**src/design/lsbm_consts.svh**
```systemverilog
// Constants for the load/store blocking event monitor
`ifndef LSBM_CONSTS_SVH
`define LSBM_CONSTS_SVH

`define LSBM_CNT_W        32
`define LSBM_ADDR_W       32
`define LSBM_CODE_W       8
`define LSBM_SIZE_W       5
`define LSBM_MISS_W       4

`define LSBM_EV_LOAD      8'h03
`define LSBM_EV_STORE     8'h04
`define LSBM_UM_OVERLAP   8'h08
`define LSBM_UM_RETIRE    8'h10
`define LSBM_UM_DCACHE    8'h20
`define LSBM_UM_DRAIN     8'h01
`define LSBM_UM_ORDER     8'h02
`define LSBM_UM_SNOOP     8'h08

`define LSBM_CNT_RST      32'h0000_0000
`define LSBM_CNT_ONE      32'h0000_0001
`define LSBM_QWORD_BYTES  5'h08
`define LSBM_NOSPLIT_SIZE 5'h10
`define LSBM_LINE_BYTES   7'h40
`define LSBM_PAGE_LSB     12
`define LSBM_MISS_MAX     4'h8

`endif

```
**src/design/lsbm_pkg.sv**
```systemverilog
// Types for the load/store blocking event monitor
package lsbm_pkg;

  typedef enum logic {
    LSBM_HOLD_IDLE,
    LSBM_HOLD_WAIT
  } lsbm_hold_t;

endpackage : lsbm_pkg

```
**src/design/lsbm_event_monitor.sv**
```systemverilog
// Load/store blocking event detection and counting for the core memory pipeline
`include "lsbm_consts.svh"
`timescale 1ns/1ps
`default_nettype none

module lsbm_event_monitor (
  input  wire logic                      clk,
  input  wire logic                      nrst,
  input  wire logic [`LSBM_CODE_W-1:0]   sel_event,
  input  wire logic [`LSBM_CODE_W-1:0]   sel_umask,
  input  wire logic                      load_valid,
  input  wire logic [`LSBM_ADDR_W-1:0]   load_addr,
  input  wire logic [`LSBM_SIZE_W-1:0]   load_bytes,
  input  wire logic                      load_uncacheable,
  input  wire logic                      load_io,
  input  wire logic                      load_retire_other,
  input  wire logic                      store_pending,
  input  wire logic [`LSBM_ADDR_W-1:0]   store_addr,
  input  wire logic [`LSBM_SIZE_W-1:0]   store_bytes,
  input  wire logic                      store_commit,
  input  wire logic [`LSBM_MISS_W-1:0]   miss_outstanding,
  input  wire logic                      miss_new,
  input  wire logic                      lock_in_progress,
  input  wire logic                      drain_serialize,
  input  wire logic                      drain_synchronize,
  input  wire logic                      drain_int_ack,
  input  wire logic                      drain_cache_flush,
  input  wire logic                      order_wait_start,
  input  wire logic                      order_observed,
  input  wire logic                      order_bus_read,
  input  wire logic                      snoop_response,
  input  wire logic                      snoop_port_busy,
  input  wire logic                      store_request,
  output logic      [`LSBM_CNT_W-1:0]    event_count_reg,
  output logic                           event_hit_reg,
  output logic                           load_hold_reg,
  output logic                           store_order_stall_reg,
  output logic                           store_replay_reg
);

  // Byte ranges of the load and the blocking store
  logic [`LSBM_ADDR_W:0] ld_end;
  logic [`LSBM_ADDR_W:0] st_end;
  logic [`LSBM_SIZE_W:0] ld_qw_end;
  logic [6:0]            ld_line_end;
  logic [3:0]            st_align_mask;
  logic                  range_touch;
  logic                  contained;
  logic                  partial_cover;
  logic                  misalign_offset;
  logic                  split_qword;
  logic                  alias_4k;
  logic                  split_line;
  logic                  overlap_hit;
  logic                  load_wait_retire_event;
  logic                  load_dcache_stall_event;
  logic                  drain_any;
  logic                  snoop_stall;
  logic                  sel_overlap;
  logic                  sel_retire;
  logic                  sel_dcache;
  logic                  sel_drain;
  logic                  sel_order;
  logic                  sel_snoop;
  logic                  count_hit;
  lsbm_pkg::lsbm_hold_t  hold_state_reg;

  assign ld_end        = {1'b0, load_addr} + {{(`LSBM_ADDR_W-`LSBM_SIZE_W+1){1'b0}}, load_bytes};
  assign st_end        = {1'b0, store_addr} + {{(`LSBM_ADDR_W-`LSBM_SIZE_W+1){1'b0}}, store_bytes};
  assign range_touch   = ({1'b0, load_addr} < st_end) && ({1'b0, store_addr} < ld_end);
  assign contained     = (load_addr >= store_addr) && (ld_end <= st_end);
  assign partial_cover = range_touch && !contained;
  assign st_align_mask = store_bytes[3:0] - 4'h1;
  assign misalign_offset = contained && ((store_addr[3:0] & st_align_mask) != 4'h0)
                           && (load_addr != store_addr);
  assign ld_qw_end     = {3'b000, load_addr[2:0]} + {1'b0, load_bytes};
  assign split_qword   = (ld_qw_end > {1'b0, `LSBM_QWORD_BYTES})
                         && (load_bytes != `LSBM_NOSPLIT_SIZE);
  assign alias_4k      = (load_addr[`LSBM_PAGE_LSB-1:0] == store_addr[`LSBM_PAGE_LSB-1:0])
                         && (load_addr[`LSBM_ADDR_W-1:`LSBM_PAGE_LSB]
                             != store_addr[`LSBM_ADDR_W-1:`LSBM_PAGE_LSB]);
  assign overlap_hit   = load_valid && store_pending
                         && (partial_cover || misalign_offset || split_qword || alias_4k);

  assign ld_line_end   = {1'b0, load_addr[5:0]} + {2'b00, load_bytes};
  assign split_line    = ld_line_end > `LSBM_LINE_BYTES;
  assign load_wait_retire_event = load_valid
                                  && (load_uncacheable || split_line || load_retire_other);
  assign load_dcache_stall_event = load_valid
                                   && ((miss_new && miss_outstanding >= `LSBM_MISS_MAX)
                                       || split_line || load_uncacheable || load_io
                                       || lock_in_progress);

  assign drain_any     = drain_serialize || drain_synchronize
                         || drain_int_ack || drain_cache_flush;
  assign snoop_stall   = snoop_port_busy && store_request;

  assign sel_overlap   = (sel_event == `LSBM_EV_LOAD)  && (sel_umask == `LSBM_UM_OVERLAP);
  assign sel_retire    = (sel_event == `LSBM_EV_LOAD)  && (sel_umask == `LSBM_UM_RETIRE);
  assign sel_dcache    = (sel_event == `LSBM_EV_LOAD)  && (sel_umask == `LSBM_UM_DCACHE);
  assign sel_drain     = (sel_event == `LSBM_EV_STORE) && (sel_umask == `LSBM_UM_DRAIN);
  assign sel_order     = (sel_event == `LSBM_EV_STORE) && (sel_umask == `LSBM_UM_ORDER);
  assign sel_snoop     = (sel_event == `LSBM_EV_STORE) && (sel_umask == `LSBM_UM_SNOOP);

  // Only the one matching event source reaches the counter
  assign count_hit = (sel_overlap && overlap_hit)
                     || (sel_retire && load_wait_retire_event)
                     || (sel_dcache && load_dcache_stall_event)
                     || (sel_drain  && drain_any)
                     || (sel_order  && store_order_stall_reg)
                     || (sel_snoop  && snoop_stall);

  always_ff @(posedge clk) begin
    if (!nrst) begin
      event_count_reg <= `LSBM_CNT_RST;
      event_hit_reg   <= 1'b0;
    end else begin
      event_hit_reg <= count_hit;
      if (count_hit) begin
        event_count_reg <= event_count_reg + `LSBM_CNT_ONE;
      end
    end
  end

  // Load hold: a new block wins over a commit in the same cycle
  always_ff @(posedge clk) begin
    if (!nrst) begin
      hold_state_reg <= lsbm_pkg::LSBM_HOLD_IDLE;
      load_hold_reg  <= 1'b0;
    end else begin
      unique case (hold_state_reg)
        lsbm_pkg::LSBM_HOLD_IDLE: begin
          if (overlap_hit) begin
            hold_state_reg <= lsbm_pkg::LSBM_HOLD_WAIT;
            load_hold_reg  <= 1'b1;
          end
        end
        lsbm_pkg::LSBM_HOLD_WAIT: begin
          if (store_commit && !overlap_hit) begin
            hold_state_reg <= lsbm_pkg::LSBM_HOLD_IDLE;
            load_hold_reg  <= 1'b0;
          end
        end
      endcase
    end
  end

  // Ordering stall: start wins over end
  always_ff @(posedge clk) begin
    if (!nrst) begin
      store_order_stall_reg <= 1'b0;
    end else if (order_wait_start) begin
      store_order_stall_reg <= 1'b1;
    end else if (order_bus_read ? snoop_response : order_observed) begin
      store_order_stall_reg <= 1'b0;
    end
  end

  always_ff @(posedge clk) begin
    if (!nrst) begin
      store_replay_reg <= 1'b0;
    end else begin
      store_replay_reg <= snoop_stall;
    end
  end
endmodule : lsbm_event_monitor

`default_nettype wire

```
**config.mk**
```make
export PLATFORM = sky130hd
export DESIGN_NAME = lsbm_event_monitor
export DESIGN_NICKNAME = d
export VERILOG_FILES = /design/src/design/lsbm_pkg.sv /design/src/design/lsbm_event_monitor.sv
export VERILOG_INCLUDE_DIRS = /design/src /design/src/design
export SDC_FILE = /design/constraint.sdc
export NUM_CORES = 1
export LEC_CHECK = 0
export BUFFER_PORTS_ARGS = -buffer_cell sky130_fd_sc_hd__buf_2
export CORE_MARGIN = 3
export CORE_UTILIZATION = 25
export DETAILED_ROUTE_END_ITERATION = 12
export PLACE_DENSITY_LB_ADDON = 0.25
export REMOVE_ABC_BUFFERS = 1
export SETUP_SLACK_MARGIN = 0.1
export SLEW_MARGIN = 20
export SYNTH_ARGS = -nofsm -noshare
export SYNTH_HDL_FRONTEND = slang
export SYNTH_SLANG_ARGS = --single-unit
```
**constraint.sdc**
```tcl
create_clock -name clk -period 4.2 [get_ports clk]
set_input_delay 0.42 -clock clk [delete_from_list [all_inputs] [get_ports clk]]
set_output_delay 0.42 -clock clk [all_outputs]
set_load 0.005 [all_outputs]
```
# ---- Yosys cells after proc, flatten, opt, wreduce, memory -nomap -nowiden
# Index checks and enable logic that the tools add are counted.
# W data, S select, Z words.
dict set report totals {
  register_bits 37
}
dict set report classes {
  addsub 6
  magnitude_cmp 7
  n_eq_ne 13
  mux 9
  bitwise 2
  reduce_logical 48
}
# operator n
set ops {}
lappend ops {{$add A32 B5 Y33} 2}
lappend ops {{$lt A32 B33 Y1} 2}
lappend ops {{$le A33 B33 Y1} 1}
lappend ops {{$add A32 B1 Y32 const B} 1}
lappend ops {{$ge A32 B32 Y1} 1}
lappend ops {{$ne A32 B32 Y1} 1}
lappend ops {{$logic_and A1 B1 Y1} 26}
lappend ops {{$ne A20 B20 Y1} 1}
lappend ops {{$logic_or A1 B1 Y1} 17}
lappend ops {{$eq A8 B2 Y1 const B} 2}
lappend ops {{$eq A12 B12 Y1} 1}
lappend ops {{$eq A8 B1 Y1 const B} 1}
lappend ops {{$eq A8 B3 Y1 const B} 1}
lappend ops {{$eq A8 B4 Y1 const B} 1}
lappend ops {{$eq A8 B5 Y1 const B} 1}
lappend ops {{$eq A8 B6 Y1 const B} 1}
lappend ops {{$add A6 B5 Y7} 1}
lappend ops {{$gt A7 B7 Y1 const B} 1}
lappend ops {{$mux W1} 7}
lappend ops {{$add A3 B5 Y6} 1}
lappend ops {{$gt A6 B4 Y1 const B} 1}
lappend ops {{$ne A5 B5 Y1 const B} 1}
lappend ops {{$and A4 B4 Y4} 1}
lappend ops {{$ge A4 B4 Y1 const B} 1}
lappend ops {{9 further kinds} 11}

# ---- Longest topological paths before layout
# Gate-level depths: netlist of run 1.
dict set report depth {
  depth_word 15
  mapped_depth 22
}

# ---- Least setup slack after synthesis of run 1
# No wires, ideal clock.
dict set report synth_path {
  path_kind {input port to flip-flop}
  from {input load_addr[0]}
  to {register event_count_reg[31]}
  setup_ns 0.072
  t_arrival_ns 4.141
  path_slack_ns -0.013
  path_stages 20
  n_path_buf 1
  cell_sequence {ha_1 > fa_1 > a21o_1 > nand4_1 > o21ai_1 > and4_1 > and2_1 > and3_1 > xor2_1 > ha_1 > nand4_1 > nor2_1 > a221oi_1 > o211ai_1 > a21oi_1 > o22ai_2 > o31a_1 > buf_4 > a211oi_2 > mux2i_1}
}
dict set report synth_between {
  elab_chain_cells 15
  elab_cells_between_ends 39
  classes_between {add/sub (3); order compare (6); eq/ne (2); reduce/logical (28)}
}
# item line
set synth_rtl {}
lappend synth_rtl {{from (decl)} lsbm_event_monitor.sv:12} ;# input wire logic [`LSBM_ADDR_W-1:0] load_addr,
lappend synth_rtl {{$add A32 B5 Y33} lsbm_event_monitor.sv:68} ;# assign ld_end = {1'b0, load_addr} + {{(`LSBM_ADDR_W-`LSBM_SIZE_W+1){1'b0}}, load_bytes};
lappend synth_rtl {{$le A33 B33 Y1} lsbm_event_monitor.sv:71} ;# assign contained = (load_addr >= store_addr) && (ld_end <= st_end);
lappend synth_rtl {{$logic_and A1 B1 Y1} lsbm_event_monitor.sv:71}
lappend synth_rtl {{$logic_not A1 Y1 / $logic_and A1 B1 Y1 (equally long branches)} {lsbm_event_monitor.sv:72, lsbm_event_monitor.sv:74}}
lappend synth_rtl {{$logic_and A1 B1 Y1, on equally long branches} {lsbm_event_monitor.sv:72, lsbm_event_monitor.sv:75}}
lappend synth_rtl {{$logic_or A1 B1 Y1 (3 in a row)} lsbm_event_monitor.sv:83} ;# && (partial_cover || misalign_offset || split_qword || alias_4k);
lappend synth_rtl {{$logic_and A1 B1 Y1} lsbm_event_monitor.sv:83}
lappend synth_rtl {{$logic_and A1 B1 Y1} lsbm_event_monitor.sv:106} ;# assign count_hit = (sel_overlap && overlap_hit)
lappend synth_rtl {{$logic_or A1 B1 Y1} lsbm_event_monitor.sv:107} ;# || (sel_retire && load_wait_retire_event)
lappend synth_rtl {{$logic_or A1 B1 Y1 (*)} lsbm_event_monitor.sv:108} ;# || (sel_dcache && load_dcache_stall_event)
lappend synth_rtl {{$logic_or A1 B1 Y1 (*)} lsbm_event_monitor.sv:109} ;# || (sel_drain && drain_any)
lappend synth_rtl {{$logic_or A1 B1 Y1 (*)} lsbm_event_monitor.sv:110} ;# || (sel_order && store_order_stall_reg)
lappend synth_rtl {{$logic_or A1 B1 Y1 (*)} lsbm_event_monitor.sv:111} ;# || (sel_snoop && snoop_stall);
lappend synth_rtl {{to (signal assigned)} lsbm_event_monitor.sv:115} ;# event_count_reg <= `LSBM_CNT_RST;
lappend synth_rtl {{to (signal assigned)} lsbm_event_monitor.sv:120} ;# event_count_reg <= event_count_reg + `LSBM_CNT_ONE;
lappend synth_rtl {{to (decl)} lsbm_event_monitor.sv:34} ;# output logic [`LSBM_CNT_W-1:0] event_count_reg,
# Every way passes the cells marked *; elsewhere a longest branch is shown, timed or not.
# A chain may end at the register's enable or synchronous reset.

# ---- Worst setup path after layout of run 1
dict set report layout_path {
  from {input store_bytes[1]}
  to {register event_count_reg[31]}
}
dict set report layout_between {
  elab_chain_cells 15
  elab_cells_between_ends 22
  classes_between {add/sub (2); order compare (2); bitwise (1); reduce/logical (17)}
}
# item line
set layout_rtl {}
lappend layout_rtl {{from (decl)} lsbm_event_monitor.sv:19} ;# input wire logic [`LSBM_SIZE_W-1:0] store_bytes,
lappend layout_rtl {{$add A32 B5 Y33 / $sub A4 B1 Y4 (equally long branches)} {lsbm_event_monitor.sv:69, lsbm_event_monitor.sv:73}}
lappend layout_rtl {{$le A33 B33 Y1 / $and A4 B4 Y4 (equally long branches)} {lsbm_event_monitor.sv:71, lsbm_event_monitor.sv:74}}
lappend layout_rtl {{$logic_and A1 B1 Y1 / $reduce_bool A4 Y1 (equally long branches)} {lsbm_event_monitor.sv:71, lsbm_event_monitor.sv:74}}
lappend layout_rtl {{$logic_not A1 Y1 / $logic_and A1 B1 Y1 (equally long branches)} {lsbm_event_monitor.sv:72, lsbm_event_monitor.sv:74}}
lappend layout_rtl {{$logic_and A1 B1 Y1, on equally long branches} {lsbm_event_monitor.sv:72, lsbm_event_monitor.sv:75}}
lappend layout_rtl {{$logic_or A1 B1 Y1 (*) (3 in a row)} lsbm_event_monitor.sv:83}
lappend layout_rtl {{$logic_and A1 B1 Y1 (*)} lsbm_event_monitor.sv:83}
lappend layout_rtl {{$logic_and A1 B1 Y1 (*)} lsbm_event_monitor.sv:106}
lappend layout_rtl {{$logic_or A1 B1 Y1 (*)} lsbm_event_monitor.sv:107}
lappend layout_rtl {{$logic_or A1 B1 Y1 (*)} lsbm_event_monitor.sv:108}
lappend layout_rtl {{$logic_or A1 B1 Y1 (*)} lsbm_event_monitor.sv:109}
lappend layout_rtl {{$logic_or A1 B1 Y1 (*)} lsbm_event_monitor.sv:110}
lappend layout_rtl {{$logic_or A1 B1 Y1 (*)} lsbm_event_monitor.sv:111}
# Marked as above.

==> results of run 1 <==
cells by family (layout without fill, tap and decap cells):
group / Yosys count / in the layout
buf+inv: 96 / 407
compound gates: 180 / 180
xor+xnor: 64 / 64
mux: 31 / 31
simple gates: 330 / 330
flops: 37 / 37
fa+ha+maj: 142 / 142
cell usage in the layout (no fill, tap or decap), types with 5 or more instances in the layout:
cell type / count
a211oi_1: 6
nor2_1: 28
buf_8: 6
o21a_1: 6
ha_4: 6
xnor2_1: 36
dfxtp_1: 37
nand3_1: 50
xnor2_2: 12
nor3_2: 5
inv_2: 5
buf_6: 9
nor4_4: 5
nor3_1: 14
nand2_1: 88
o211ai_1: 6
ha_1: 134
a21o_1: 19
inv_1: 73
xor2_1: 14
buf_2: 138
and4_1: 5
nand4_1: 39
clkbuf_16: 7
buf_4: 160
nor2b_1: 5
a21oi_4: 19
a21oi_1: 56
mux2i_1: 31
and3_1: 17
and2_1: 6
nand2b_1: 33
a21oi_2: 11
o21ai_0: 12
o21ai_2: 5
worst paths after layout:
check | endpoint | cells past startpoint
worst max register to register | event_count_reg[30]$_SDFFE_PN0P_ | 8
worst min register to register | event_count_reg[31]$_SDFFE_PN0P_ | 2
worst max-delay path | event_count_reg[31]$_SDFFE_PN0P_ | 22
worst min-delay path | store_order_stall_reg$_SDFFE_PN0P_ | 3
worst max-delay path, stage by stage:
cell      delay, ps
buf_8           100
ha_4            250
a21o_1          110
a21oi_2          60
o21bai_1        180
a21oi_2         110
nor2_2          190
nand3_2         140
nor4_4          230
buf_4           180
nand4_1         140
xnor2_2         190
ha_1            300
nand4_1         120
buf_4           180
nor4_4          310
and3_1          220
o22ai_2         100
o31a_1          380
buf_12          200
a211oi_2        240
mux2i_1         190
cell usage after synthesis (all sizes together) (2+ instances only):
cell type / number
ha: 140
nand2: 91
a21oi: 86
inv: 78
nand3: 54
xnor2: 48
nand4: 39
dfxtp: 37
nand2b: 33
nor2: 32
mux2i: 31
and3: 20
nor3: 20
a21o: 19
o21ai: 19
xor2: 16
clkbuf: 12
nor4: 11
a211oi: 10
and2: 8
and4: 8
buf: 6
o211ai: 6
o21a: 6
nor2b: 5
o2111ai: 5
o221ai: 4
o21bai: 3
or3: 3
a21boi: 2
a221oi: 2
a31oi: 2
a41oi: 2
fa: 2
o221a: 2
o22ai: 2
metal layers:
metal | part of all wire, % | up-vias | GRT usage (%)
met5 | 0 | - | 0
met4 | 1.4 | 0 | 2.67
met3 | 4.0 | 22 | 1.26
met2 | 47 | 165 | 27.1
met1 | 47 | 3445 | 21.8
li1 | - | 3833 | -
through the flow:
stage / utilization [%] / hold slack (ps) / instances / area, µm²
final: 38.7 / 382 / 1526 / 10100
after global routing: 38.7 / 398 / 1526 / 10100
after CTS: 37.7 / 384 / 1516 / 9850
after detailed placement: 33.5 / 462 / 1476 / 8750
after global placement: 33.5 / 461 / 1476 / 8750
after floorplan: - / 459 / 862 / 6580
report_power, final:
group	internal (W)	leakage, nW	switching (W)
Clock	0.000221	0.0702	0.000159
Combinational	0.000400	4.41	0.000426
Sequential	0.000353	0.299	0.00000226
cell type report:
cell class              count  share of cell area (%)
inverters                  78                    2.90
repair buffers            321                    22.5
flip-flops and latches     37                    7.33
clock inverters             3                   0.210
multi-input cells         747                    61.7
clock buffers               5                    1.24
well taps                 335                    4.15
repair_timing:
item                                    in CTS  in global routing
endpoints found under the setup margin      35                 35
resized for setup                          129                 33
pin swaps                                   64                 37
gates cloned                                 3                  2
setup buffers                               30                  8
==> results by group, run 1 <==
Outcome
  • Status: finished, violations left
  • Failing checks: negative setup slack

GRT
  • Vias in the first global route: 7246
  • Pin count of the biggest net entering global routing: 61
  • Remaining global-route overflow: 0
  • Global-route wire length before repair: 37300 µm
  • Antenna violations before repair: 0
  • All-Layer GR Usage: 15.7%

Finish
  • Sequential Area: 741 µm²
  • Max FFs per register: 32
  • Multi-input logic area: 0.00623 mm²
  • Antenna diode count: 0
  • Area Overhead vs Synth: 52.0%
  • Fraction of layout cells with a size suffix above 1: 37.1%
  • Final nets: 1446
  • Fill cells: 2770

Logic synthesis
  • Sequential area share after synthesis: 11.1%
  • Yosys reg bits: 37
  • Largest cells by area after synthesis: ha_1 26%, dfxtp_1 11%, a21oi_1 6.5%
  • Primary FF master, synth: dfxtp_1
  • XOR/XNOR Fraction of Synth Area: 8.43%
  • Post-Synth Adder-Cell Area: 26.9%
  • Synth unique cells: 62
  • Syn Area/Cell: 7.56 µm²
  • Cell taking the most area after synthesis: ha_1
  • Compound-Gate Fraction of Synth Area: 17.1%
  • Cells after Synth: 880
  • Simple-Gate Fraction of Synth Area: 26.2%
  • Mux contribution to synthesized area: 4.66%
  • Syn. warnings: 0
  • Number of enable flip-flop cells after synthesis: 0
  • Combinational family with the most area after synthesis: adder cells
  • FFs w/ async S/R, synth: 0%
  • Synth top area share: 26.3%
  • Synth Cell Area: 0.00665 mm²

CTS
  • Clock Tree Buf Depth: 2
  • Clk Latency, worst-skew pair: 290 ps
  • Clock Root Buffer: clkbuf_16
  • CTS Hold Bufs: 0
  • CTS Sinks: 37
  • Num CTS Buffers: 5
  • TritonCTS clock tree: yes
  • Worst-path clk slew: 60 ps
  • H-tree depth: 2

Detailed routing
  • Avg WL per Cell: 15.4 µm
  • Vias/cell: 4.89
  • Residual DRC: 0
  • First-iteration detailed-routing DRC count: 306
  • Post-route ant nets: 0
  • First-pass DRT Iterations: 5
  • Total wire length: 23500 µm
  • Total number of vias: 7465

Timing
  • Fmax achieved: 0.230 GHz
  • PnR worst setup slack: -150 ps
  • RSZ-0062 raised after global routing: yes
  • Least-Margin Pin Slew: 635 ps
  • Setup violations, final: 33
  • Max-Slew Margin vs Limit: 57.7%
  • Fin. Hold Viols: 0
  • Crit share post-route: 104%
  • Minimum clock period: 4350 ps
  • Max-slew violations: 0
  • TNS Setup: -2840 ps
  • Layout Skew: 11.9 ps

Pwr
  • Leak pwr: 4.78 nW
  • Peak supply drop: 0.132 mV
  • P per Cell Area: 154 mW/mm²
  • Total power: 0.00156 W

Critical path
  • CP startpoint: store_bytes[1]
  • Worst Setup End Kind: register
  • Reg2reg start: event_count_reg[5]$_SDFFE_PN0P_
  • Critical path class: input pin to register
  • CP Max Fanout: 8
  • Crit start category: input pin
  • Critical Path RT: 4410 ps
  • Worst Path Arrival: 4560 ps
  • FF-to-FF setup slack: 1730 ps

Place
  • DP HPWL: 18900 µm
  • I/O Buffers: 146
  • DP Worst Slack: -729 ps
  • Final GP Congestion: 0.869

Floorplanning
  • Die width: 169 µm
  • Initial Util: 25.5%
  • Number of placement rows: 59
  • Core ar.: 0.0261 mm²
  • DIE AREA: 0.0286 mm²
  • Die height: 169 µm
  • IO Count: 150

Hold path
  • Hold Crit Class: input pin to register
  • Hold path startpoint: order_wait_start

Run
  • MaxCap Viol Count: 0
No activity file was read; power rests on OpenSTA's default activity.
==> run 2: changes to the inputs <==
--- a/config.mk
+++ b/config.mk
@@ -9,8 +9,10 @@
 export BUFFER_PORTS_ARGS = -buffer_cell sky130_fd_sc_hd__buf_2
 export CORE_MARGIN = 3
 export CORE_UTILIZATION = 25
+export CTS_BUF_LIST = sky130_fd_sc_hd__clkbuf_8 sky130_fd_sc_hd__clkbuf_16
 export DETAILED_ROUTE_END_ITERATION = 12
 export PLACE_DENSITY_LB_ADDON = 0.25
+export RECOVER_POWER = 50
 export REMOVE_ABC_BUFFERS = 1
 export SETUP_SLACK_MARGIN = 0.1
 export SLEW_MARGIN = 20
==> run 2 against run 1 <==
  * The run still ends with negative setup slack left
  * Worst setup slack better by 17 ps
  * Via count is 0.24% lower
  * Routed wire length is 0.14% lower
  * Non-clock buffer count stayed put
  * Fmax is 0.40% higher
  * Die area stayed put
  * Hold slack worse by 2.8 ps
  * Critical path depth stayed put
  * Critical endpoint unchanged
  * Cell count stayed put
  * Clock skew hardly changed
  * Sequential cell count stayed put
  * Global-route usage stayed put
==> results by group, run 2 (synthesized netlist as in run 1, its figures left out) <==
Detailed routing
  • Vias/cell: 4.88 (-0.24%)
  • Total number of vias: 7447 (-0.24%)
  • Residual DRC: 0 (unchanged)
  • First-pass DRT Iterations: 5 (unchanged)
  • First-iteration detailed-routing DRC count: 370 (+21%)
  • Post-route ant nets: 0 (unchanged)
  • Total wire length: 23500 µm (-0.14%)
  • Avg WL per Cell: 15.4 µm (-0.14%)

Floorplanning
  • Number of placement rows: 59 (unchanged)
  • Die width: 169 µm (unchanged)
  • Initial Util: 25.5% (unchanged)
  • IO Count: 150 (unchanged)
  • Core ar.: 0.0261 mm² (unchanged)
  • Die height: 169 µm (unchanged)
  • DIE AREA: 0.0286 mm² (unchanged)

Critical path
  • Worst Setup End Kind: register
  • Worst Reg2Reg Path Length in Cells: 8 (unchanged)
  • Critical path class: input pin to register
  • FF-to-FF setup slack: 1750 ps (+20 ps)
  • Crit start category: input pin
  • Worst Path Arrival: 4540 ps (-20 ps)
  • Critical Path RT: 4410 ps (about the same)
  • CP Max Fanout: 8 (unchanged)

GRT
  • Antenna violations before repair: 0 (unchanged)
  • Global-route wire length before repair: 37300 µm (unchanged)
  • All-Layer GR Usage: 15.7% (unchanged)
  • Pin count of the biggest net entering global routing: 61 (unchanged)
  • Vias in the first global route: 7246 (unchanged)
  • Remaining global-route overflow: 0 (unchanged)

CTS
  • Clock Tree Buf Depth: 2 (unchanged)
  • Clk Latency, worst-skew pair: 290 ps (about the same)
  • Num CTS Buffers: 5 (unchanged)
  • Clock Root Buffer: clkbuf_16
  • Worst-path clk slew: 60 ps (about the same)
  • TritonCTS clock tree: yes
  • H-tree depth: 2 (unchanged)
  • CTS Sinks: 37 (unchanged)
  • CTS Hold Bufs: 0 (unchanged)

Outcome
  • Failing checks: negative setup slack
  • Status: finished, violations left

Place
  • DP HPWL: 18900 µm (unchanged)
  • DP Worst Slack: -729 ps (unchanged)
  • Placed cell areas: 0.00875 mm² (unchanged)
  • I/O Buffers: 146 (unchanged)
  • Final GP Congestion: 0.869 (unchanged)

Finish
  • Fraction of layout cells with a size suffix above 1: 36.4% (-0.76 points)
  • Antenna diode count: 0 (unchanged)
  • Area Overhead vs Synth: 51.8%
  • Commonest non-fill, non-tap cells in the layout: 160 x buf_4, 134 x ha_1, 129 x buf_2, 88 x nand2_1, 73 x inv_1
  • Final nets: 1446 (unchanged)
  • Leading cell type in the layout, fill and taps excluded: buf_4
  • Utilization after layout: 38.6% (-0.043 points)
  • Finished Cell Area: 0.0101 mm² (-0.11%)
  • Max FFs per register: 32 (unchanged)

Pwr
  • P per Cell Area: 154 mW/mm² (about the same)
  • Int Pwr: 0.000973 W (about the same)
  • Sequential power share: 22.8% (about the same)
  • Peak supply drop: 0.132 mV (-0.17%)
  • Sw power: 0.000587 W (-0.11%)
  • Sw Share: 37.6% (about the same)
  • Clock power share: 24.4% (about the same)
  • Total power: 0.00156 W (about the same)
  • Leak pwr: 4.74 nW (-0.78%)
  • Comb pwr share: 52.8% (about the same)

Timing
  • Hold slack: 379 ps (-2.79 ps)
  • Setup violations, final: 32 (-3.0%)
  • Max-Slew Margin vs Limit: 57.2% (-0.41 points)
  • Crit share post-route: 103% (-0.41 points)
  • Fmax achieved: 0.231 GHz (+0.40%)
  • RSZ-0062 raised after global routing: yes
  • PnR worst setup slack: -132 ps (+17.2 ps)
  • Layout Skew: 11.9 ps (-0.0854 ps)
  • Max-slew violations: 0 (unchanged)
  • Minimum clock period: 4330 ps (-17.2 ps)
  • Fin. Hold Viols: 0 (unchanged)
  • Least-Margin Pin Slew: 641 ps (+6.20 ps)

Hold path
  • Hold Crit Class: input pin to register
  • WHS Path Cells: 3 (unchanged)

Run
  • MaxCap Viol Count: 0 (unchanged)
[run 2: changes by cell type in the layout (fill, tap and decap cells not counted), sizes merged]
cell,change
buf,-9
clkbuf,+9
[run 2: layer usage]
layer	up-vias	routed length, µm	share of wire, %	GRT usage, %
li1	3832	-	-	-
met4	0	325	1.4	2.67
met1	3436	11200	48	21.8
met2	157	11100	47	27.1
met5	-	0	0	0
met3	22	891	3.8	1.26
[run 2: power by group through the flow]
stage	combinational, W	sequential [W]	clock (W)
after floorplan	0.000386	0.000363	0
after global placement	0.000708	0.000364	0
after detailed placement	0.000716	0.000364	0
after CTS	0.000799	0.000356	0.000388
after global routing	0.000931	0.000356	0.000410
final	0.000824	0.000356	0.000380
[run 2: final cells by class]
cell class	instances	area, µm²
well taps	335	419
fillers	2771	16000
repair buffers	321	2260
inverters	78	293
clock inverters	3	21.3
multi-input cells	747	6230
flip-flops and latches	37	741
clock buffers	5	125
[run 2: what timing repair did]
action,4_1_cts,5_1_grt
endpoints found under the setup margin,35,35
cloned,3,2
pin swaps,64,37
buffers inserted,30,8
gates resized for setup,129,33
[run 2: final timing paths]
kind | startpoint | end
max | store_bytes[1] | event_count_reg[31]$_SDFFE_PN0P_
min | order_wait_start | store_order_stall_reg$_SDFFE_PN0P_
max reg2reg | event_count_reg[5]$_SDFFE_PN0P_ | event_count_reg[30]$_SDFFE_PN0P_
min reg2reg | event_count_reg[31]$_SDFFE_PN0P_ | event_count_reg[31]$_SDFFE_PN0P_
[run 2: stage by stage]
step | setup TNS [ps] | std cells
final | -2310 | 1526
after global routing | -9870 | 1526
after CTS | -4.28 | 1516
after detailed placement | -22650 | 1476
after global placement | -21930 | 1476
after floorplan | -17010 | 862
[run 2: critical path: stages]
cell      delay (ps)
buf_8            100
ha_4             250
a21o_1           110
a21oi_2           60
o21bai_1         180
a21oi_2          110
nor2_2           180
nand3_2          140
nor4_4           230
buf_4            180
nand4_1          140
xnor2_2          190
ha_1             300
nand4_1          120
buf_4            180
nor4_4           300
and3_1           220
o22ai_2          100
o31a_1           380
buf_12           200
a211oi_2         240
mux2i_1          190
==> run 3: changes to the inputs <==
--- a/config.mk
+++ b/config.mk
@@ -15,6 +15,7 @@
 export RECOVER_POWER = 50
 export REMOVE_ABC_BUFFERS = 1
 export SETUP_SLACK_MARGIN = 0.1
+export SKIP_CTS_REPAIR_TIMING = 1
 export SLEW_MARGIN = 20
 export SYNTH_ARGS = -nofsm -noshare
 export SYNTH_HDL_FRONTEND = slang
==> run 3 against run 2 <==
  * The flow still finishes with violations (negative setup slack)
  * Hold slack got worse by 6.0 ps
  * Routed wire length decreased by 1.4%
  * Non-clock buffer count decreased by 21
  * Die area unchanged
  * Critical path depth increased by 3
  * Design area decreased by 2.4%
  * First-iteration DRC count increased by 2.2%
  * Clock skew decreased by 1.3 ps
  * Global-route usage decreased by 0.72 points
  * Critical path type unchanged
  * Critical endpoint unchanged
==> results by group, run 3 (synthesized netlist as in run 1, its figures left out) <==
Outcome
  • Status: finished, violations left
  • Failing checks: negative setup slack

Finish
  • Cell Count, Final, Fillers Out: 1505 (-1.4%)
  • Max FFs per register: 32 (unchanged)
  • Final nets: 1425 (-1.5%)
  • Sequential Area: 741 µm² (unchanged)
  • Finished Cell Area: 0.00986 mm² (-2.4%)
  • Antenna diode count: 0 (unchanged)
  • Area Overhead vs Synth: 48.2%
  • Commonest non-fill, non-tap cells in the layout: 146 x buf_4, 130 x ha_1, 129 x buf_2, 89 x nand2_1, 73 x inv_1
  • Fill cells: 2795 (+0.87%)
  • Leading cell type in the layout, fill and taps excluded: buf_4
  • Fraction of layout cells with a size suffix above 1: 35.3% (-1.1 points)
  • Multi-input logic area: 0.00624 mm² (about the same)

CTS
  • TritonCTS clock tree: yes
  • Clock Tree Buf Depth: 2 (unchanged)
  • Clock Root Buffer: clkbuf_16
  • Num CTS Buffers: 5 (unchanged)
  • Clk Latency, worst-skew pair: 280 ps (about the same)
  • CTS Sinks: 37 (unchanged)
  • Worst-path clk slew: 60 ps (about the same)
  • H-tree depth: 2 (unchanged)

Critical path
  • FF-to-FF setup slack: 1750 ps (about the same)
  • RR Endpoint: event_count_reg[30]$_SDFFE_PN0P_
  • Worst Setup End Kind: register
  • Worst Path Arrival: 4520 ps (-20 ps)
  • Reg2reg start: event_count_reg[5]$_SDFFE_PN0P_
  • CP Max Fanout: 8 (unchanged)
  • CP max stage delay: 360 ps (-20 ps)
  • Timing endpoint of the critical path: event_count_reg[31]$_SDFFE_PN0P_
  • Critical path class: input pin to register
  • Crit start category: input pin
  • Critical Path RT: 4410 ps (about the same)
  • Worst Reg2Reg Path Length in Cells: 8 (unchanged)
  • CP startpoint: store_bytes[0]
  • Slowest stage cell, crit path: fa_2

Detailed routing
  • WL met3: 873 µm (-2.0%)
  • Total number of vias: 7339 (-1.5%)
  • Vias/cell: 4.88 (about the same)
  • Routed wl met2: 10900 µm (-2.1%)
  • Avg WL per Cell: 15.4 µm (about the same)
  • Highest metal used: met4
  • Residual DRC: 0 (unchanged)
  • First-iteration detailed-routing DRC count: 378 (+2.2%)
  • Total wire length: 23200 µm (-1.4%)
  • First-pass DRT Iterations: 5 (unchanged)
  • Post-route ant nets: 0 (unchanged)
  • WL met1: 11200 µm (-0.29%)

Timing
  • Fmax achieved: 0.232 GHz (+0.54%)
  • PnR worst setup slack: -109 ps (+23.4 ps)
  • Minimum clock period: 4310 ps (-23.4 ps)
  • Layout Skew: 10.5 ps (-1.33 ps)
  • Crit share post-route: 103% (-0.56 points)
  • Fin. Hold Viols: 0 (unchanged)
  • Least-Margin Pin Slew: 653 ps (+11.2 ps)
  • Setup violations, final: 26 (-19%)
  • Hold slack: 373 ps (-6.05 ps)
  • RSZ-0062 raised after global routing: yes
  • Max-slew violations: 0 (unchanged)
  • Max-Slew Margin vs Limit: 56.5% (-0.74 points)

GRT
  • Vias in the first global route: 6873 (-5.1%)
  • Global-route wire length before repair: 35500 µm (-4.8%)
  • Pin count of the biggest net entering global routing: 61 (unchanged)
  • Remaining global-route overflow: 0 (unchanged)
  • All-Layer GR Usage: 15.0% (-0.72 points)
  • Antenna violations before repair: 0 (unchanged)

Floorplanning
  • IO Count: 150 (unchanged)
  • Core ar.: 0.0261 mm² (unchanged)
  • DIE AREA: 0.0286 mm² (unchanged)
  • Die height: 169 µm (unchanged)
  • Die width: 169 µm (unchanged)
  • Number of placement rows: 59 (unchanged)
  • Initial Util: 25.5% (unchanged)

Pwr
  • P per Cell Area: 154 mW/mm² (-0.53%)
  • Leak pwr: 4.59 nW (-3.2%)
  • Peak supply drop: 0.133 mV (+1.0%)

Place
  • DP HPWL: 18900 µm (unchanged)
  • DP Worst Slack: -729 ps (unchanged)
  • Final GP Congestion: 0.869 (unchanged)
  • Placed insts: 1476 (unchanged)
  • Placed cell areas: 0.00875 mm² (unchanged)
  • I/O Buffers: 146 (unchanged)

Hold path
  • Hold path startpoint: order_wait_start
  • Hold Crit Class: input pin to register

Run
  • MaxCap Viol Count: 0 (unchanged)
[run 3: cell count changes in the layout (fill, tap and decap cells not counted), moves of 3 or more]
cell / delta
buf_4: -14
buf_8: -4
ha_1: -4
ha_4: +4
buf_16: -3
[run 3: power breakdown]
part | switching [W] | internal (W)
logic | 0.000414 | 0.000368
clock network | 0.000157 | 0.000221
registers | 0.00000223 | 0.000353
total | 0.000573 | 0.000942
[run 3: final cells by class]
class                           count  area share [%]
Multi-Input combinational cell    747            63.3
Timing Repair Buffer              300            20.5
Sequential cell                    37            7.51
Tap cell                          335            4.25
Inverter                           78            2.97
Clock buffer                        5            1.27
Clock inverter                      3           0.216
[run 3: critical path, delay by kind of cell]
kind,cells,cell delay [ps]
AO/OA/AOI/OAI,9,1450
buffers and inverters,7,1050
adder cells (fa/ha/maj),3,840
AND/OR/NAND/NOR,4,460
multiplexers,1,190
XOR/XNOR,1,80
[run 3: how the worst min path moves through the flow]
stage                                    endpoint  depth (start not counted)
2_1_floorplan    event_count_reg[31]$_SDFFE_PN0P_                          2
3_3_place_gp     event_count_reg[31]$_SDFFE_PN0P_                          2
3_5_place_dp     event_count_reg[31]$_SDFFE_PN0P_                          2
4_1_cts               store_replay_reg$_SDFF_PN0_                          2
5_1_grt               store_replay_reg$_SDFF_PN0_                          2
6_report       store_order_stall_reg$_SDFFE_PN0P_                          3
[run 3: per-layer routing]
metal  global-route usage (%)  vias to the layer above
met5                        0                        -
met3                     1.40                       20
met1                     21.4                     3378
met4                     2.67                        0
li1                         -                     3790
met2                     25.0                      151
[run 3: through the flow]
stage          TNS [ps]  power (W)  utilization (%)
6_report           -933    0.00152             37.7
5_1_grt           -8230    0.00165             37.7
4_1_cts          -13450    0.00146             34.1
3_5_place_dp     -22650    0.00108             33.5
3_3_place_gp     -21930    0.00107             33.5
2_1_floorplan    -17010   0.000749                -
